--- src/uart_md_pkg.sv ---
// package of constants for the multidrop uart extension
package uart_md_pkg;
   localparam int DATA_WIDTH = 9;
   localparam int FIFO_DEPTH = 8;
   localparam logic [4:0] OVERSAMPLE = 5'h10;
   localparam logic [3:0] SAMPLE_MID = 4'h7;
   localparam logic [3:0] DATA_BITS = 4'h8;
   localparam logic [1:0] SCHEME_ALL = 2'h0;
   localparam logic [1:0] SCHEME_ADDR_ONLY = 2'h1;
   localparam logic [1:0] SCHEME_MATCH_IRQ = 2'h2;
   localparam logic [1:0] SCHEME_MATCH_QUIET = 2'h3;
   localparam logic [15:0] DIVISOR_RESET = 16'h0000;
   localparam logic [7:0] BYTE_RESET = 8'h00;
   localparam logic [10:0] SHIFT_IDLE = 11'h7FF;
   localparam logic [3:0] BIT_RESET = 4'h0;
   localparam logic [3:0] TICK_RESET = 4'h0;
endpackage : uart_md_pkg

--- src/uart_md_fifo.sv ---
// parameterised fifo with valid/ready on both sides
`timescale 1ns/100ps
module uart_md_fifo #(
   parameter int WIDTH = 9,
   parameter int DEPTH = 8
) (
   // clocking
   input wire logic i_clk,
   input wire logic i_rst_b,
   input wire logic i_ce,
   // fill side
   input wire logic i_in_valid,
   input wire logic [WIDTH-1:0] i_in_data,
   output logic o_in_ready,
   // drain side
   output logic o_out_valid,
   output logic [WIDTH-1:0] o_out_data,
   input wire logic i_out_ready
);
   localparam int AW = $clog2(DEPTH);
   logic [WIDTH-1:0] mem [DEPTH];
   logic [AW-1:0] wr_ptr;
   logic [AW-1:0] rd_ptr;
   logic [AW:0] count;
   logic [AW-1:0] next_wr_ptr;
   logic [AW-1:0] next_rd_ptr;
   logic [AW:0] next_count;
   logic push;
   logic pop;

   always_comb
   begin
      push = i_in_valid && (count < (AW+1)'(DEPTH));
      pop = (count != '0) && i_out_ready;
      next_wr_ptr = push ? ((wr_ptr == AW'(DEPTH - 1)) ? '0 : wr_ptr + 1'b1) : wr_ptr;
      next_rd_ptr = pop ? ((rd_ptr == AW'(DEPTH - 1)) ? '0 : rd_ptr + 1'b1) : rd_ptr;
      next_count = count + (AW+1)'(push) - (AW+1)'(pop);
   end

   always_ff @(posedge i_clk or negedge i_rst_b)
   begin
      if (!i_rst_b)
      begin
         wr_ptr <= '0;
         rd_ptr <= '0;
         count <= '0;
      end
      else if (i_ce)
      begin
         wr_ptr <= next_wr_ptr;
         rd_ptr <= next_rd_ptr;
         count <= next_count;
      end
   end

   // storage has no reset: contents are only read behind a valid count
   always_ff @(posedge i_clk)
   begin
      if (i_ce && push)
      begin
         mem[wr_ptr] <= i_in_data;
      end
   end

   always_comb
   begin
      o_in_ready = (count < (AW+1)'(DEPTH));
      o_out_valid = (count != '0);
      o_out_data = mem[rd_ptr];
   end
endmodule : uart_md_fifo

--- src/uart_multidrop_de_brg.sv ---
// multidrop uart extension: 9-bit tx/rx, address filter, drive enable, divider timer
// What this block does
// - nine-bit mode sends marker bit after eight data bits, before stop bits
// - in nine-bit mode the ninth slot carries the marker, parity enable ignored
// - multidrop schemes need nine-bit mode on; two-bit field picks scheme
// - scheme 01: address bytes interrupt, data bytes never do
// - scheme 00 with nine-bit mode: every received byte interrupts
// - scheme 10: compare address, drop mismatched address and its data
// - scheme 10: matching address interrupts, following data bytes interrupt too
// - compare schemes flag first data byte of each matched frame
// - scheme 11: like 10 but matched address bytes give no interrupt
// - drive enable rises on tx write, about one bit period (sixteen ticks of setup) before start
// - drive enable covers frame up to last stop bit, drops one clock after that stop bit ends
// - back to back characters keep drive enable asserted between them
// - polarity bit selects active high or inverted drive enable
// - transmit interrupt when holding register empties after first bit sent
// - writing transmit data clears holding empty flag
// - rx interrupt on data (maskable), break, overrun, framing error
// - on overrun keep unread byte, hide overrun and break until read
// - after read show overrun, break, data available; second read clears
// - with divider timer bit set and tx and rx both off, receiver interrupt on each divider reload
// - bit rate is clock divided by sixteen times the 16-bit divisor
// - with tx and rx off and timer bit set, divider interrupts each count
// - reading receive data clears parity and framing flags, and available and break unless held by a pending overrun
// - marker status holds last marker bit, cleared by receive data read
`timescale 1ns/100ps
module uart_multidrop_de_brg (
   // clocking
   input wire logic i_clk,
   input wire logic i_rst_b,
   input wire logic i_ce,
   // configuration
   input wire logic i_transmitter_on,
   input wire logic i_receiver_on,
   input wire logic i_parity_enable,
   input wire logic i_parity_odd,
   input wire logic i_two_stop,
   input wire logic i_ninebit_mode_enable,
   input wire logic [1:0] i_multidrop_scheme_select,
   input wire logic i_tx_marker_bit,
   input wire logic [7:0] i_address_compare,
   input wire logic i_drive_enable_polarity,
   input wire logic i_divider_timer_enable,
   input wire logic i_rx_data_irq_enable,
   input wire logic [15:0] i_bit_rate_divider,
   // processor data access
   input wire logic i_tx_write,
   input wire logic [7:0] i_tx_data,
   input wire logic i_rx_read,
   // serial line
   input wire logic i_rxd,
   output logic o_txd,
   output logic o_transceiver_drive_enable,
   // status
   output logic [7:0] o_rx_data,
   output logic o_rx_byte_available,
   output logic o_parity_error,
   output logic o_overrun_error,
   output logic o_framing_error,
   output logic o_line_break_flag,
   output logic o_tx_holding_empty,
   output logic o_tx_empty,
   output logic o_rx_marker_bit,
   output logic o_first_byte_of_frame,
   // interrupts
   output logic o_tx_irq,
   output logic o_rx_irq
);
   // divider
   logic [15:0] div_cnt;
   logic [15:0] next_div_cnt;
   logic div_tick;
   logic timer_mode;
   // tx
   logic [7:0] hold_data;
   logic hold_marker;
   logic hold_full;
   logic [10:0] tx_shift;
   logic [3:0] tx_bits;
   logic [3:0] tx_tick;
   logic tx_busy;
   logic tx_setup;
   logic de_active;
   logic [7:0] next_hold_data;
   logic next_hold_marker;
   logic next_hold_full;
   logic [10:0] next_tx_shift;
   logic [3:0] next_tx_bits;
   logic [3:0] next_tx_tick;
   logic next_tx_busy;
   logic next_tx_setup;
   logic next_de_active;
   logic tx_first_bit_done;
   // rx
   logic rxd_meta;
   logic rxd_sync;
   logic rx_busy;
   logic [3:0] rx_tick;
   logic [3:0] rx_bits;
   logic [9:0] rx_shift;
   logic next_rx_busy;
   logic [3:0] next_rx_tick;
   logic [3:0] next_rx_bits;
   logic [9:0] next_rx_shift;
   logic rx_done;
   logic [8:0] rx_char;
   logic rx_frame_bad;
   logic rx_par_bad;
   // fifo stage between the deserialiser and the status registers
   logic fifo_valid;
   logic [8:0] fifo_data;
   logic fifo_ready;
   logic fifo_in_ready;
   logic [2:0] rx_err;
   logic [2:0] next_rx_err;
   // filter and status
   logic frame_matched;
   logic want_first;
   logic next_frame_matched;
   logic next_want_first;
   logic [7:0] next_rx_data;
   logic next_avail;
   logic next_pe;
   logic next_oe;
   logic next_fe;
   logic next_brk;
   logic next_marker;
   logic next_first;
   logic pend_oe;
   logic pend_brk;
   logic next_pend_oe;
   logic next_pend_brk;
   logic next_rx_irq;
   logic next_tx_irq;

   function automatic logic parity_of(input logic [7:0] d, input logic odd);
      parity_of = (^d) ^ odd;
   endfunction : parity_of

   // shift edges from the end of the start bit to the end of the last stop bit
   function automatic logic [3:0] tx_frame_len(input logic nine, input logic par, input logic two);
      tx_frame_len = ((nine || par) ? 4'hB : 4'hA) + (two ? 4'h1 : 4'h0);
   endfunction : tx_frame_len

   // divider: reloads each time it reaches one, giving clk/divisor ticks
   always_comb
   begin
      timer_mode = i_divider_timer_enable && !i_transmitter_on && !i_receiver_on;
      div_tick = (div_cnt <= 16'h0001) && (i_bit_rate_divider != uart_md_pkg::DIVISOR_RESET);
      next_div_cnt = div_tick ? i_bit_rate_divider : div_cnt - 16'h0001;
      if (i_bit_rate_divider == uart_md_pkg::DIVISOR_RESET)
      begin
         next_div_cnt = uart_md_pkg::DIVISOR_RESET;
      end
   end

   always_ff @(posedge i_clk or negedge i_rst_b)
   begin
      if (!i_rst_b)
      begin
         div_cnt <= uart_md_pkg::DIVISOR_RESET;
      end
      else if (i_ce)
      begin
         div_cnt <= next_div_cnt;
      end
   end

   // transmitter: 16 divider ticks per bit
   always_comb
   begin
      next_hold_data = hold_data;
      next_hold_marker = hold_marker;
      next_hold_full = hold_full;
      next_tx_shift = tx_shift;
      next_tx_bits = tx_bits;
      next_tx_tick = tx_tick;
      next_tx_busy = tx_busy;
      next_tx_setup = tx_setup;
      tx_first_bit_done = 1'b0;
      if (i_tx_write)
      begin
         next_hold_data = i_tx_data;
         next_hold_marker = i_tx_marker_bit;
         next_hold_full = 1'b1;
      end
      if (div_tick && (tx_busy || tx_setup))
      begin
         next_tx_tick = tx_tick + 4'h1;
      end
      if (!tx_busy && !tx_setup && hold_full && i_transmitter_on)
      begin
         // one whole bit of setup with drive enable on before the start bit
         next_tx_setup = 1'b1;
         next_tx_tick = uart_md_pkg::TICK_RESET;
      end
      else if (tx_setup && div_tick && tx_tick == 4'hF)
      begin
         next_tx_setup = 1'b0;
         next_tx_busy = 1'b1;
         // holding stays full until the start bit has gone out
         next_tx_shift = {2'b11,
            i_ninebit_mode_enable ? hold_marker : parity_of(hold_data, i_parity_odd),
            hold_data};
         next_tx_bits = tx_frame_len(i_ninebit_mode_enable, i_parity_enable, i_two_stop);
         if (!i_ninebit_mode_enable && !i_parity_enable)
         begin
            next_tx_shift = {3'b111, hold_data};
         end
      end
      else if (tx_busy && div_tick && tx_tick == 4'hF)
      begin
         // the start bit has just gone: the holding register is free from here on
         tx_first_bit_done = (tx_bits == tx_frame_len(i_ninebit_mode_enable, i_parity_enable, i_two_stop));
         if (tx_first_bit_done)
         begin
            next_hold_full = i_tx_write;
         end
         if (tx_bits == 4'h1)
         begin
            next_tx_busy = 1'b0;
         end
         else
         begin
            next_tx_bits = tx_bits - 4'h1;
         end
      end
   end

   // drive enable spans setup, busy and one clock after; back to back keeps it high
   always_comb
   begin
      next_de_active = next_tx_busy || next_tx_setup || tx_busy;
      // the write itself raises drive enable, one clock before the sixteen setup ticks begin
      if (!next_tx_busy && !next_tx_setup && next_hold_full && i_transmitter_on)
      begin
         next_de_active = 1'b1;
      end
      next_tx_irq = !next_hold_full;
   end

   always_ff @(posedge i_clk or negedge i_rst_b)
   begin
      if (!i_rst_b)
      begin
         hold_data <= uart_md_pkg::BYTE_RESET;
         hold_marker <= 1'b0;
         hold_full <= 1'b0;
         tx_shift <= uart_md_pkg::SHIFT_IDLE;
         tx_bits <= uart_md_pkg::BIT_RESET;
         tx_tick <= uart_md_pkg::TICK_RESET;
         tx_busy <= 1'b0;
         tx_setup <= 1'b0;
         de_active <= 1'b0;
         o_txd <= 1'b1;
         o_transceiver_drive_enable <= 1'b0;
         o_tx_holding_empty <= 1'b1;
         o_tx_empty <= 1'b1;
         o_tx_irq <= 1'b0;
      end
      else if (i_ce)
      begin
         hold_data <= next_hold_data;
         hold_marker <= next_hold_marker;
         hold_full <= next_hold_full;
         tx_bits <= next_tx_bits;
         tx_tick <= next_tx_tick;
         tx_busy <= next_tx_busy;
         tx_setup <= next_tx_setup;
         de_active <= next_de_active;
         // start bit is driven straight onto o_txd when busy begins; the shift word holds no start bit
         if (next_tx_busy && !tx_busy)
         begin
            tx_shift <= next_tx_shift;
            o_txd <= 1'b0;
         end
         else if (tx_busy && div_tick && tx_tick == 4'hF)
         begin
            tx_shift <= {1'b1, tx_shift[10:1]};
            o_txd <= next_tx_busy ? tx_shift[0] : 1'b1;
         end
         o_transceiver_drive_enable <= next_de_active ^ i_drive_enable_polarity;
         o_tx_holding_empty <= !next_hold_full;
         o_tx_empty <= !next_tx_busy && !next_tx_setup;
         o_tx_irq <= next_tx_irq && i_transmitter_on;
      end
   end

   // receiver: two-flop synchroniser, then 16x oversampled deserialiser
   always_ff @(posedge i_clk or negedge i_rst_b)
   begin
      if (!i_rst_b)
      begin
         rxd_meta <= 1'b1;
         rxd_sync <= 1'b1;
      end
      else if (i_ce)
      begin
         rxd_meta <= i_rxd;
         rxd_sync <= rxd_meta;
      end
   end

   always_comb
   begin
      next_rx_busy = rx_busy;
      next_rx_tick = rx_tick;
      next_rx_bits = rx_bits;
      next_rx_shift = rx_shift;
      rx_done = 1'b0;
      if (!rx_busy && i_receiver_on && !rxd_sync)
      begin
         next_rx_busy = 1'b1;
         next_rx_tick = uart_md_pkg::TICK_RESET;
         next_rx_bits = (i_ninebit_mode_enable || i_parity_enable) ? 4'hA : 4'h9;
      end
      else if (rx_busy && div_tick)
      begin
         next_rx_tick = rx_tick + 4'h1;
         if (rx_tick == uart_md_pkg::SAMPLE_MID)
         begin
            next_rx_shift = {rxd_sync, rx_shift[9:1]};
            if (rx_bits == 4'h0)
            begin
               next_rx_busy = 1'b0;
               rx_done = 1'b1;
            end
            else
            begin
               next_rx_bits = rx_bits - 4'h1;
            end
         end
      end
      // shift holds 10 bits for 9-bit frames; shorter frames keep the start bit in bit 0
      rx_char = (i_ninebit_mode_enable || i_parity_enable) ? next_rx_shift[8:0] : {1'b0, next_rx_shift[8:1]};
      rx_frame_bad = !next_rx_shift[9];
      rx_par_bad = i_parity_enable && !i_ninebit_mode_enable &&
         (parity_of(rx_char[7:0], i_parity_odd) != rx_char[8]);
      next_rx_err = {rx_char == 9'h000 && rx_frame_bad, rx_frame_bad, rx_par_bad};
   end

   always_ff @(posedge i_clk or negedge i_rst_b)
   begin
      if (!i_rst_b)
      begin
         rx_busy <= 1'b0;
         rx_tick <= uart_md_pkg::TICK_RESET;
         rx_bits <= uart_md_pkg::BIT_RESET;
         rx_shift <= 10'h3FF;
         rx_err <= 3'h0;
      end
      else if (i_ce)
      begin
         rx_busy <= next_rx_busy;
         rx_tick <= next_rx_tick;
         rx_bits <= next_rx_bits;
         rx_shift <= next_rx_shift;
         if (rx_done)
         begin
            rx_err <= next_rx_err;
         end
      end
   end

   uart_md_fifo #(
      .WIDTH(uart_md_pkg::DATA_WIDTH),
      .DEPTH(uart_md_pkg::FIFO_DEPTH)
   ) u_rx_fifo (
      .i_clk(i_clk),
      .i_rst_b(i_rst_b),
      .i_ce(i_ce),
      .i_in_valid(rx_done),
      .i_in_data(rx_char),
      .o_in_ready(fifo_in_ready),
      .o_out_valid(fifo_valid),
      .o_out_data(fifo_data),
      .i_out_ready(fifo_ready)
   );

   // filter and status; a full fifo drops the character and counts as overrun
   always_comb
   begin
      logic is_addr;
      logic match;
      logic accept;
      logic irq_data;
      is_addr = i_ninebit_mode_enable && fifo_data[8];
      match = fifo_data[7:0] == i_address_compare;
      accept = 1'b1;
      irq_data = 1'b1;
      fifo_ready = fifo_valid;
      next_frame_matched = frame_matched;
      next_want_first = want_first;
      next_rx_data = o_rx_data;
      next_avail = o_rx_byte_available;
      next_pe = o_parity_error;
      next_oe = o_overrun_error;
      next_fe = o_framing_error;
      next_brk = o_line_break_flag;
      next_marker = o_rx_marker_bit;
      next_first = o_first_byte_of_frame;
      next_pend_oe = pend_oe;
      next_pend_brk = pend_brk;
      if (i_rx_read)
      begin
         next_avail = pend_oe;
         next_oe = pend_oe;
         next_brk = pend_brk;
         next_pe = 1'b0;
         next_fe = 1'b0;
         next_marker = 1'b0;
         next_first = 1'b0;
         next_pend_oe = 1'b0;
         next_pend_brk = 1'b0;
      end
      if (i_ninebit_mode_enable)
      begin
         case (i_multidrop_scheme_select)
            uart_md_pkg::SCHEME_ALL:
            begin
               irq_data = 1'b1;
            end
            uart_md_pkg::SCHEME_ADDR_ONLY:
            begin
               irq_data = is_addr;
            end
            uart_md_pkg::SCHEME_MATCH_IRQ, uart_md_pkg::SCHEME_MATCH_QUIET:
            begin
               if (is_addr)
               begin
                  next_frame_matched = match;
                  next_want_first = match;
                  accept = match;
                  irq_data = (i_multidrop_scheme_select == uart_md_pkg::SCHEME_MATCH_IRQ);
               end
               else
               begin
                  accept = frame_matched;
               end
            end
            default:
            begin
               irq_data = 1'b1;
            end
         endcase
      end
      if (fifo_valid && accept)
      begin
         if (o_rx_byte_available && !i_rx_read)
         begin
            next_pend_oe = 1'b1;
            next_pend_brk = pend_brk || rx_err[2];
         end
         else
         begin
            next_rx_data = fifo_data[7:0];
            next_avail = irq_data || !i_ninebit_mode_enable;
            next_pe = rx_err[0];
            next_fe = rx_err[1];
            next_brk = rx_err[2];
            next_marker = fifo_data[8] && i_ninebit_mode_enable;
            next_first = want_first && !is_addr && i_multidrop_scheme_select[1];
            if (!is_addr)
            begin
               next_want_first = 1'b0;
            end
         end
      end
      next_rx_irq = (next_avail && i_rx_data_irq_enable) || next_oe || next_fe || next_brk ||
         (timer_mode && div_tick) || (i_divider_timer_enable && div_tick && timer_mode);
      if (!fifo_in_ready && rx_done)
      begin
         next_pend_oe = 1'b1;
      end
   end

   always_ff @(posedge i_clk or negedge i_rst_b)
   begin
      if (!i_rst_b)
      begin
         frame_matched <= 1'b0;
         want_first <= 1'b0;
         pend_oe <= 1'b0;
         pend_brk <= 1'b0;
         o_rx_data <= uart_md_pkg::BYTE_RESET;
         o_rx_byte_available <= 1'b0;
         o_parity_error <= 1'b0;
         o_overrun_error <= 1'b0;
         o_framing_error <= 1'b0;
         o_line_break_flag <= 1'b0;
         o_rx_marker_bit <= 1'b0;
         o_first_byte_of_frame <= 1'b0;
         o_rx_irq <= 1'b0;
      end
      else if (i_ce)
      begin
         frame_matched <= next_frame_matched;
         want_first <= next_want_first;
         pend_oe <= next_pend_oe;
         pend_brk <= next_pend_brk;
         o_rx_data <= next_rx_data;
         o_rx_byte_available <= next_avail;
         o_parity_error <= next_pe;
         o_overrun_error <= next_oe;
         o_framing_error <= next_fe;
         o_line_break_flag <= next_brk;
         o_rx_marker_bit <= next_marker;
         o_first_byte_of_frame <= next_first;
         o_rx_irq <= next_rx_irq;
      end
   end

   property p_write_clears_empty;
      @(posedge i_clk) disable iff (!i_rst_b)
      (i_ce && i_tx_write) |=> !o_tx_holding_empty;
   endproperty
   a_write_clears_empty: assert property (p_write_clears_empty) else $error("holding empty not cleared");

   property p_de_before_start;
      @(posedge i_clk) disable iff (!i_rst_b)
      ($fell(o_txd) && tx_busy) |-> $past(de_active);
   endproperty
   a_de_before_start: assert property (p_de_before_start) else $error("drive enable late");

   property p_de_polarity;
      @(posedge i_clk) disable iff (!i_rst_b)
      i_ce && $stable(i_drive_enable_polarity) |=>
         (o_transceiver_drive_enable == (de_active ^ $past(i_drive_enable_polarity)));
   endproperty
   a_de_polarity: assert property (p_de_polarity) else $error("drive enable polarity wrong");

   property p_read_clears;
      @(posedge i_clk) disable iff (!i_rst_b)
      (i_ce && i_rx_read && !fifo_valid) |=> !o_parity_error && !o_framing_error && !o_rx_marker_bit;
   endproperty
   a_read_clears: assert property (p_read_clears) else $error("read did not clear flags");

   property p_overrun_hidden;
      @(posedge i_clk) disable iff (!i_rst_b)
      (i_ce && $rose(pend_oe) && !i_rx_read) |-> !o_overrun_error;
   endproperty
   a_overrun_hidden: assert property (p_overrun_hidden) else $error("overrun shown early");

   property p_overrun_after_read;
      @(posedge i_clk) disable iff (!i_rst_b)
      (i_ce && i_rx_read && pend_oe && !fifo_valid) |=> o_overrun_error && o_rx_byte_available;
   endproperty
   a_overrun_after_read: assert property (p_overrun_after_read) else $error("overrun not shown");

   property p_filter_drop;
      @(posedge i_clk) disable iff (!i_rst_b)
      (i_ce && fifo_valid && i_ninebit_mode_enable && i_multidrop_scheme_select[1] && !fifo_data[8]
         && !frame_matched && !i_rx_read) |=> $stable(o_rx_data);
   endproperty
   a_filter_drop: assert property (p_filter_drop) else $error("unmatched data accepted");

   property p_divider_reload;
      @(posedge i_clk) disable iff (!i_rst_b)
      (i_ce && div_tick && $stable(i_bit_rate_divider)) |=> (div_cnt == $past(i_bit_rate_divider));
   endproperty
   a_divider_reload: assert property (p_divider_reload) else $error("divider did not reload");
endmodule : uart_multidrop_de_brg

--- config.mk ---
export PLATFORM = sky130hd
export DESIGN_NAME = uart_multidrop_de_brg
export DESIGN_NICKNAME = d
export VERILOG_FILES = /design/src/uart_md_pkg.sv /design/src/uart_md_fifo.sv /design/src/uart_multidrop_de_brg.sv
export SDC_FILE = /design/constraint.sdc
export NUM_CORES = 1
export LEC_CHECK = 0
export ABC_AREA = 1
export ABC_CLOCK_PERIOD_IN_PS = 9100
export BUFFER_PORTS_ARGS = -buffer_cell sky130_fd_sc_hd__buf_2
export CAP_MARGIN = 20
export CORE_ASPECT_RATIO = 0.9
export CORE_UTILIZATION = 62
export CTS_CLUSTER_DIAMETER = 30
export DETAILED_ROUTE_END_ITERATION = 6
export PLACE_DENSITY = 0.82
export SYNTH_ARGS = -nofsm -noshare
export SYNTH_HDL_FRONTEND = slang
export SYNTH_HIERARCHICAL = 1
export SYNTH_SLANG_ARGS = --single-unit
export TNS_END_PERCENT = 10
--- constraint.sdc ---
create_clock -name i_clk -period 9.1 [get_ports i_clk]
set_input_delay 1.82 -clock i_clk [delete_from_list [all_inputs] [get_ports i_clk]]
set_output_delay 1.82 -clock i_clk [all_outputs]
set_load 0.01 [all_outputs]
### Yosys cells after proc, flatten, opt, wreduce, memory -nomap -nowiden

Memory sizes are Yosys's and may differ from the RTL's.
Index checks and enable logic that the tools add are counted.

| storage, ports and cells | value |
|---|---|
| register bits after elaboration | 106 |
| memory bits (writable) | 72 |
| bits of input ports | 50 |
| word-level logic and storage cells | 250 |
| memories | 1 |

Memory list:

| memory | words | width | rd ports | clocked after memory_dff | wr ports | RTL line | source |
|---|---|---|---|---|---|---|---|
| u_rx_fifo.mem | 8 | 9 | 1 | 0 | 1 | uart_md_fifo.sv:21 | `logic [WIDTH-1:0] mem [DEPTH];` |

| operators by class | value |
|---|---|
| $add $sub $neg | 10 |
| magnitude comparators | 2 |
| eq/ne operators | 15 |
| multiplexer cells | 91 |
| bitwise logic cells | 5 |
| reductions and logical operators | 89 |

Operators by type and width:

| operator | number |
|---|---|
| $mux 1 | 65 |
| $mux 11 | 4 |
| $mux 4 | 11 |
| $logic_and 1x1->1 | 35 |
| $mux 16 | 2 |
| $mux 10 | 3 |
| $mux 9 | 2 |
| $le 16x1->1 const B | 1 |
| $logic_not 16->1 | 1 |
| $reduce_and 4->1 | 4 |
| $reduce_bool 16->1 | 1 |
| $reduce_xor 8->1 | 2 |
| $sub 16x1->16 const B | 1 |
| $logic_not 1->1 | 15 |
| $reduce_and 2->1 | 7 |
| $reduce_bool 2->1 | 6 |
| $logic_or 1x1->1 | 11 |
| $logic_not 9->1 | 1 |
| $add 4x1->4 | 2 |
| $add 4x1->4 const B | 2 |
| $eq 8x8->1 | 1 |
| $ne 2x2->1 const B | 4 |
| $sub 4x1->4 const B | 2 |
| $add 3x1->3 const B | 2 |
| other kinds (20) | 27 |

### Depth between registers and ports, before layout

An unclocked memory read counts as a cell.

| logic depth | value |
|---|---|
| depth after elaboration | 14 |
| mapped depth | 22 |
| gate-level depth less buffers | 21 |

### Cells and area by module

The synthesis kept the hierarchy.

By module, submodules not included:

| module | times used | cells each | area an instance (sq um) | seq. area each (sq um) |
|---|---|---|---|---|
| uart_multidrop_de_brg | 1 | 767 | 5,696.7 | 2,382.3 |
| uart_md_fifo | 1 | 390 | 3,793.6 | 2,412.3 |

### Worst setup path after synthesis

OpenSTA, ideal clock, no wires.

| timing | value |
|---|---|
| path type | in2reg |
| start point | in i_bit_rate_divider[11] |
| end point | reg rx_err[0] |
| library setup time | 134 ps |
| arrival | 4,051 ps |
| required time | 8,966 ps |
| setup slack | 4,915 ps |
| stages | 20 |
| buffers on the path | 1 |
| cell sequence | nor2_1 > nand2_1 > nor2_1 > nand2_2 > nand2_2 > clkinv_2 > nand3_4 > clkinv_4 > buf_12 > o21ai_2 > inv_2 > nand2_1 > nand2_2 > ha_1 > xor2_1 > xor2_1 > xor2_1 > nand3_1 > nand3_1 > o22ai_1 |

| on the way | value |
|---|---|
| longest elaborated chain between the ends | 10 |
| elaborated cells between the ends (all ways) | 13 |
| those cells by class | eq/ne: 1; mux: 5; bitwise: 1; reduce/logical: 6 |

RTL lines:

| item | RTL line | source |
|---|---|---|
| start, declared | uart_multidrop_de_brg.sv:45 | `input wire logic [15:0] i_bit_rate_divider,` |
| $reduce_bool 16->1 * | uart_multidrop_de_brg.sv:149 | `div_tick = (div_cnt <= 16'h0001) && (i_bit_rate_divider != uart_md_pkg::DIVISOR_RESET);` |
| $logic_and 1x1->1 * | uart_multidrop_de_brg.sv:149 |  |
| $logic_and 1x1->1 * | uart_multidrop_de_brg.sv:317 | `else if (rx_busy && div_tick)` |
| $mux 10 | uart_multidrop_de_brg.sv:317 |  |
| $mux 10 | uart_multidrop_de_brg.sv:311 | `if (!rx_busy && i_receiver_on && !rxd_sync)` |
| $mux 9 | uart_multidrop_de_brg.sv:335 | `rx_char = (i_ninebit_mode_enable \|\| i_parity_enable) ? next_rx_shift[8:0] : {1'b0, next_rx_shift[8:1]};` |
| $reduce_xor 8->1 | uart_multidrop_de_brg.sv:137 | `parity_of = (^d) ^ odd;` |
| $xor 1x1->1 | uart_multidrop_de_brg.sv:137 |  |
| $ne 1x1->1 | uart_multidrop_de_brg.sv:338 | `(parity_of(rx_char[7:0], i_parity_odd) != rx_char[8]);` |
| $logic_and 1x1->1 | uart_multidrop_de_brg.sv:337 | `rx_par_bad = i_parity_enable && !i_ninebit_mode_enable &&` |
| end signal, assigned | uart_multidrop_de_brg.sv:360 | `rx_err <= next_rx_err;` |
| end, declared | uart_multidrop_de_brg.sv:114 | `logic [2:0] rx_err;` |

Every way passes the cells marked *; elsewhere a longest branch is shown, timed or not.
A chain may end at the register's enable or synchronous reset.

### Final worst setup path

| timing | value |
|---|---|
| start point | in i_bit_rate_divider[1] |
| end point | reg rx_err[0] |

The elaborated chain is that of the path after synthesis.

==> key figures <==
Layout
  – Fin cells: 1,433
  – Number of diodes: 0
  – Multi-input combinational cell area: ~3800 sq um
  – NumNets Final: 1,295
  – Final Util: approximately 71%
  – Share of cells above drive strength 1: 15.5%
  – Area grow syn2layout: 11.4%
  – Fill cell count: 1,125
  – Design area: about 11,000 sq um
  – Sequential Area: roughly 4800 sq um

Timing
  – Post-route setup TNS: 0 ps
  – Worst setup margin: approximately 4600 ps
  – # setup viols final: 0
  – Setup Skew: 8.19 ps
  – Final worst path period share: 49.5%
  – Rel. slew slack: a little over a quarter
  – Tmin final: ~4500 ps
  – Fmax: about 220 MHz
  – Final Hold Fails: 0
  – Pins over their slew limit: 0
  – Worst slew pin tran: approximately 1100 ps
  – RSZ-0062 raised after global routing: no

Place
  – Placement Cell Area: approximately 9900 sq um
  – Hpwl dp: approximately 15,000 um
  – Cells after DPL: 1,401
  – Routability cong.: just under 0.9
  – Port bufs: 70
  – Worst slack, placed: roughly 4200 ps

Drt
  – Initial DRT Pass Iterations: 5
  – Antenna viol nets, final: 0
  – Routed length per placed instance: ~15 um
  – Starting DRT DRC Count: roughly 860
  – DRC: 0
  – Routed via count: between 7k and 8k
  – Via-per-instance ratio: ~5.5
  – WL final: around 22,000 um

Die
  – Die X: ~130 um
  – Initial Util: ~64%
  – Core area: approximately 15,000 sq um
  – Die ar.: 15,800 sq um
  – Site Rows: between 40 and 50
  – Boundary pin count: 71
  – DIE HEIGHT: 119 um

Power
  – PD cells: between 200 and 300 nW/um^2
  – P_leak: around 0.0052 uW
  – Worst vdd ir: about 0.27 mV

Global routing
  – GR Util All Layers: a little under 30%
  – Initial antenna violation count: 0
  – Global-route wire length before repair: ~36,000 um
  – Largest net degree at the start of global routing: roughly 70
  – Vias in the first global route: 7,434
  – Grt ovf: 0

Clocking
  – CTS tree: built
  – Post-CTS setup buffer count: 0
  – H-Tree Depth: 4
  – Clock root buffer: clkbuf_16
  – Hold_buf cts: 0
  – Num CTS Buffers: 17
  – Clk buf depth: 2
  – CTS sink cnt: ~180
  – Clock Pin Slew Worst Setup and Hold Paths: 70 ps
  – Post-cts resize count: 0
  – Worst skew pair latency: between 400 and 500 ps

Synth
  – Top FF cell, synth: dfrtp_1
  – Post-synthesis cell type count: 50
  – Synth Area in Compound Gates: 8.36%
  – Largest area contributor in the netlist: edfxtp_1
  – Synth Instances: roughly 1.2k
  – Post-Synth Simple-Gate Area: between 20% and 30%
  – Mux contribution to synthesized area: less than 1%
  – #FFs+latches synth: approximately 180
  – Synth Cell Area: 9490 sq um
  – Syn_nets: between 1k and 1.5k
  – Post-Synth XOR/XNOR Area: 2.49%
  – Main combinational cell family by area after synthesis: simple AND/OR/NAND/NOR gates
  – Adder-cell share of the synthesized area: approximately 3.1%
  – Fraction of registers with async set/reset: 59.1%
  – Syn avg cell area: between 8 and 9 sq um
  – Ys Warns: 6
  – EDFF count, synth: just over 70
  – Register area share after synthesis: roughly half
  – Top cell type's share of synthesized area: between 20 and 25%
  – Synth top area cells: edfxtp_1 (23%), dfrtp_1 (21%), nand2_1 (14%), dfstp_2 (6.6%), inv_1 (6.4%)

Critical path
  – Critical Path RT: approximately 9400 ps
  – Crit path DAT: roughly 4800 ps
  – Worst-path maximum fanout: 14
  – Setup crit end kind: flop
  – Crit path kind: in2reg
  – CP startpoint kind: input port

Run status
  – Outcome: finished, final reports clean

Min path
  – Worst Hold Class: reg2reg

Job
  – Max Cap Viol: 0
worst max-delay path: stages:
cell and delay (ps):
buf_2 100, nor2_1 120, nand2_1 80, nor2_1 160, nand2_2 170, nand2_2 280
clkinv_2 180, nand3_4 140, clkinv_4 150, o21ai_0 240, inv_1 80, nand2_1 70
o21ai_1 100, ha_1 300, xor2_1 170, xor2_1 180, xor2_1 210, nand3_1 100
nand3_1 70, o22ai_1 70
flip-flops by register name (all words and copies together) (netlist names), 3 cells and up:
| signal | count |
|---|---|
| u_rx_fifo/wr_ptr | 3 |
| rx_tick | 4 |
| tx_shift | 9 |
| u_rx_fifo/mem | 72 |
| tx_tick | 4 |
| rx_err | 3 |
| div_cnt | 16 |
| rx_shift | 10 |
| tx_bits | 4 |
| o_rx_data | 8 |
| rx_bits | 4 |
| hold_data | 8 |
| u_rx_fifo/rd_ptr | 3 |
| u_rx_fifo/count | 4 |
per-layer routing:
metal | vias up | part of all wire, % | track usage (%)
met3 | 37 | 7.6 | 5.79
li1 | 3820 | - | -
met1 | 3672 | 44 | 39.5
met4 | 0 | 1.7 | 9.91
met2 | 315 | 47 | 46.0
met5 | - | 0 | 0
synthesized netlist by cell type (2+ instances only):
cell type and count:
o21a_1 3, nand3_1 86, mux2_2 5, o21ai_1 13
nor2_2 9, nor3_1 6, ha_1 22, nand2_2 17
o22ai_1 9, dfrtp_1 80, xnor2_1 12, a21oi_1 27
nor2_1 75, o21ai_2 5, buf_6 6, dfstp_2 24
nand4_1 5, edfxtp_1 72, nor3_2 3, o211ai_1 4
buf_2 3, clkinv_1 4, inv_1 162, xor2_1 15
o21ai_0 75, buf_1 4, nand2_1 359, inv_2 13
buf_4 5, o221ai_1 3, nor2_4 3, clkbuf_1 9
nand3_2 2
layout make-up:
cell class	count	share of cell area, %
Clock buffer	21	4.47
Inverter	181	6.48
Multi-Input combinational cell	772	36.1
Sequential cell	176	45.3
Timing Repair Buffer	74	3.62
Clock inverter	11	1.62
Tap cell	198	2.34
cells in the final DEF, fill, tap and decap left out, types with 22 or more instances in the layout:
master and instances:
inv_1 162, dfstp_2 24, edfxtp_1 72, a21oi_1 27, nor2_1 75, buf_2 69
ha_1 22, dfrtp_1 80, o21ai_0 75, nand3_1 86, nand2_1 359
final timing paths:
path                                    startpoint                              end  slack [ps]  cells past startpoint
min in group asynchronous                  i_rst_b  u_rx_fifo/rd_ptr[1]$_DFFE_PN0P_        1410                      1
max reg2reg                 div_cnt[0]$_DFFE_PN0P_            rx_err[0]$_DFFE_PN0P_        5530                     19
max in group asynchronous                  i_rst_b            rx_err[1]$_DFFE_PN0P_        6540                      2
min                        tx_shift[0]$_DFFE_PN1P_          tx_shift[0]$_DFFE_PN1P_         460                      2
min reg2reg                tx_shift[0]$_DFFE_PN1P_          tx_shift[0]$_DFFE_PN1P_         460                      2
max                          i_bit_rate_divider[1]            rx_err[0]$_DFFE_PN0P_        4590                     20
power by group:
| group | internal [uW] | total [uW] | switching (uW) |
|---|---|---|---|
| registers | 945 | 1040 | 99.1 |
| logic | 309 | 893 | 584 |
| clock network | 487 | 794 | 307 |
stage by stage:
step / hold WS, ps / power, uW
floorplan: 443 / 1710
global placement: 452 / 1890
detailed placement: 454 / 1930
CTS: 466 / 2730
global route: 480 / 2890
finish: 464 / 2730
kinds of logic (layout without fill, tap and decap cells):
kind of cell / Yosys count / count (layout)
and+or+nand+nor: 572 / 572
buffers and inverters: 209 / 287
DFF: 176 / 176
AOI/OAI and AO/OA: 144 / 144
xor gates and xnor gates: 27 / 27
adders and majority gates: 23 / 23
muxes: 6 / 6
(Power assumes the default switching activity.)
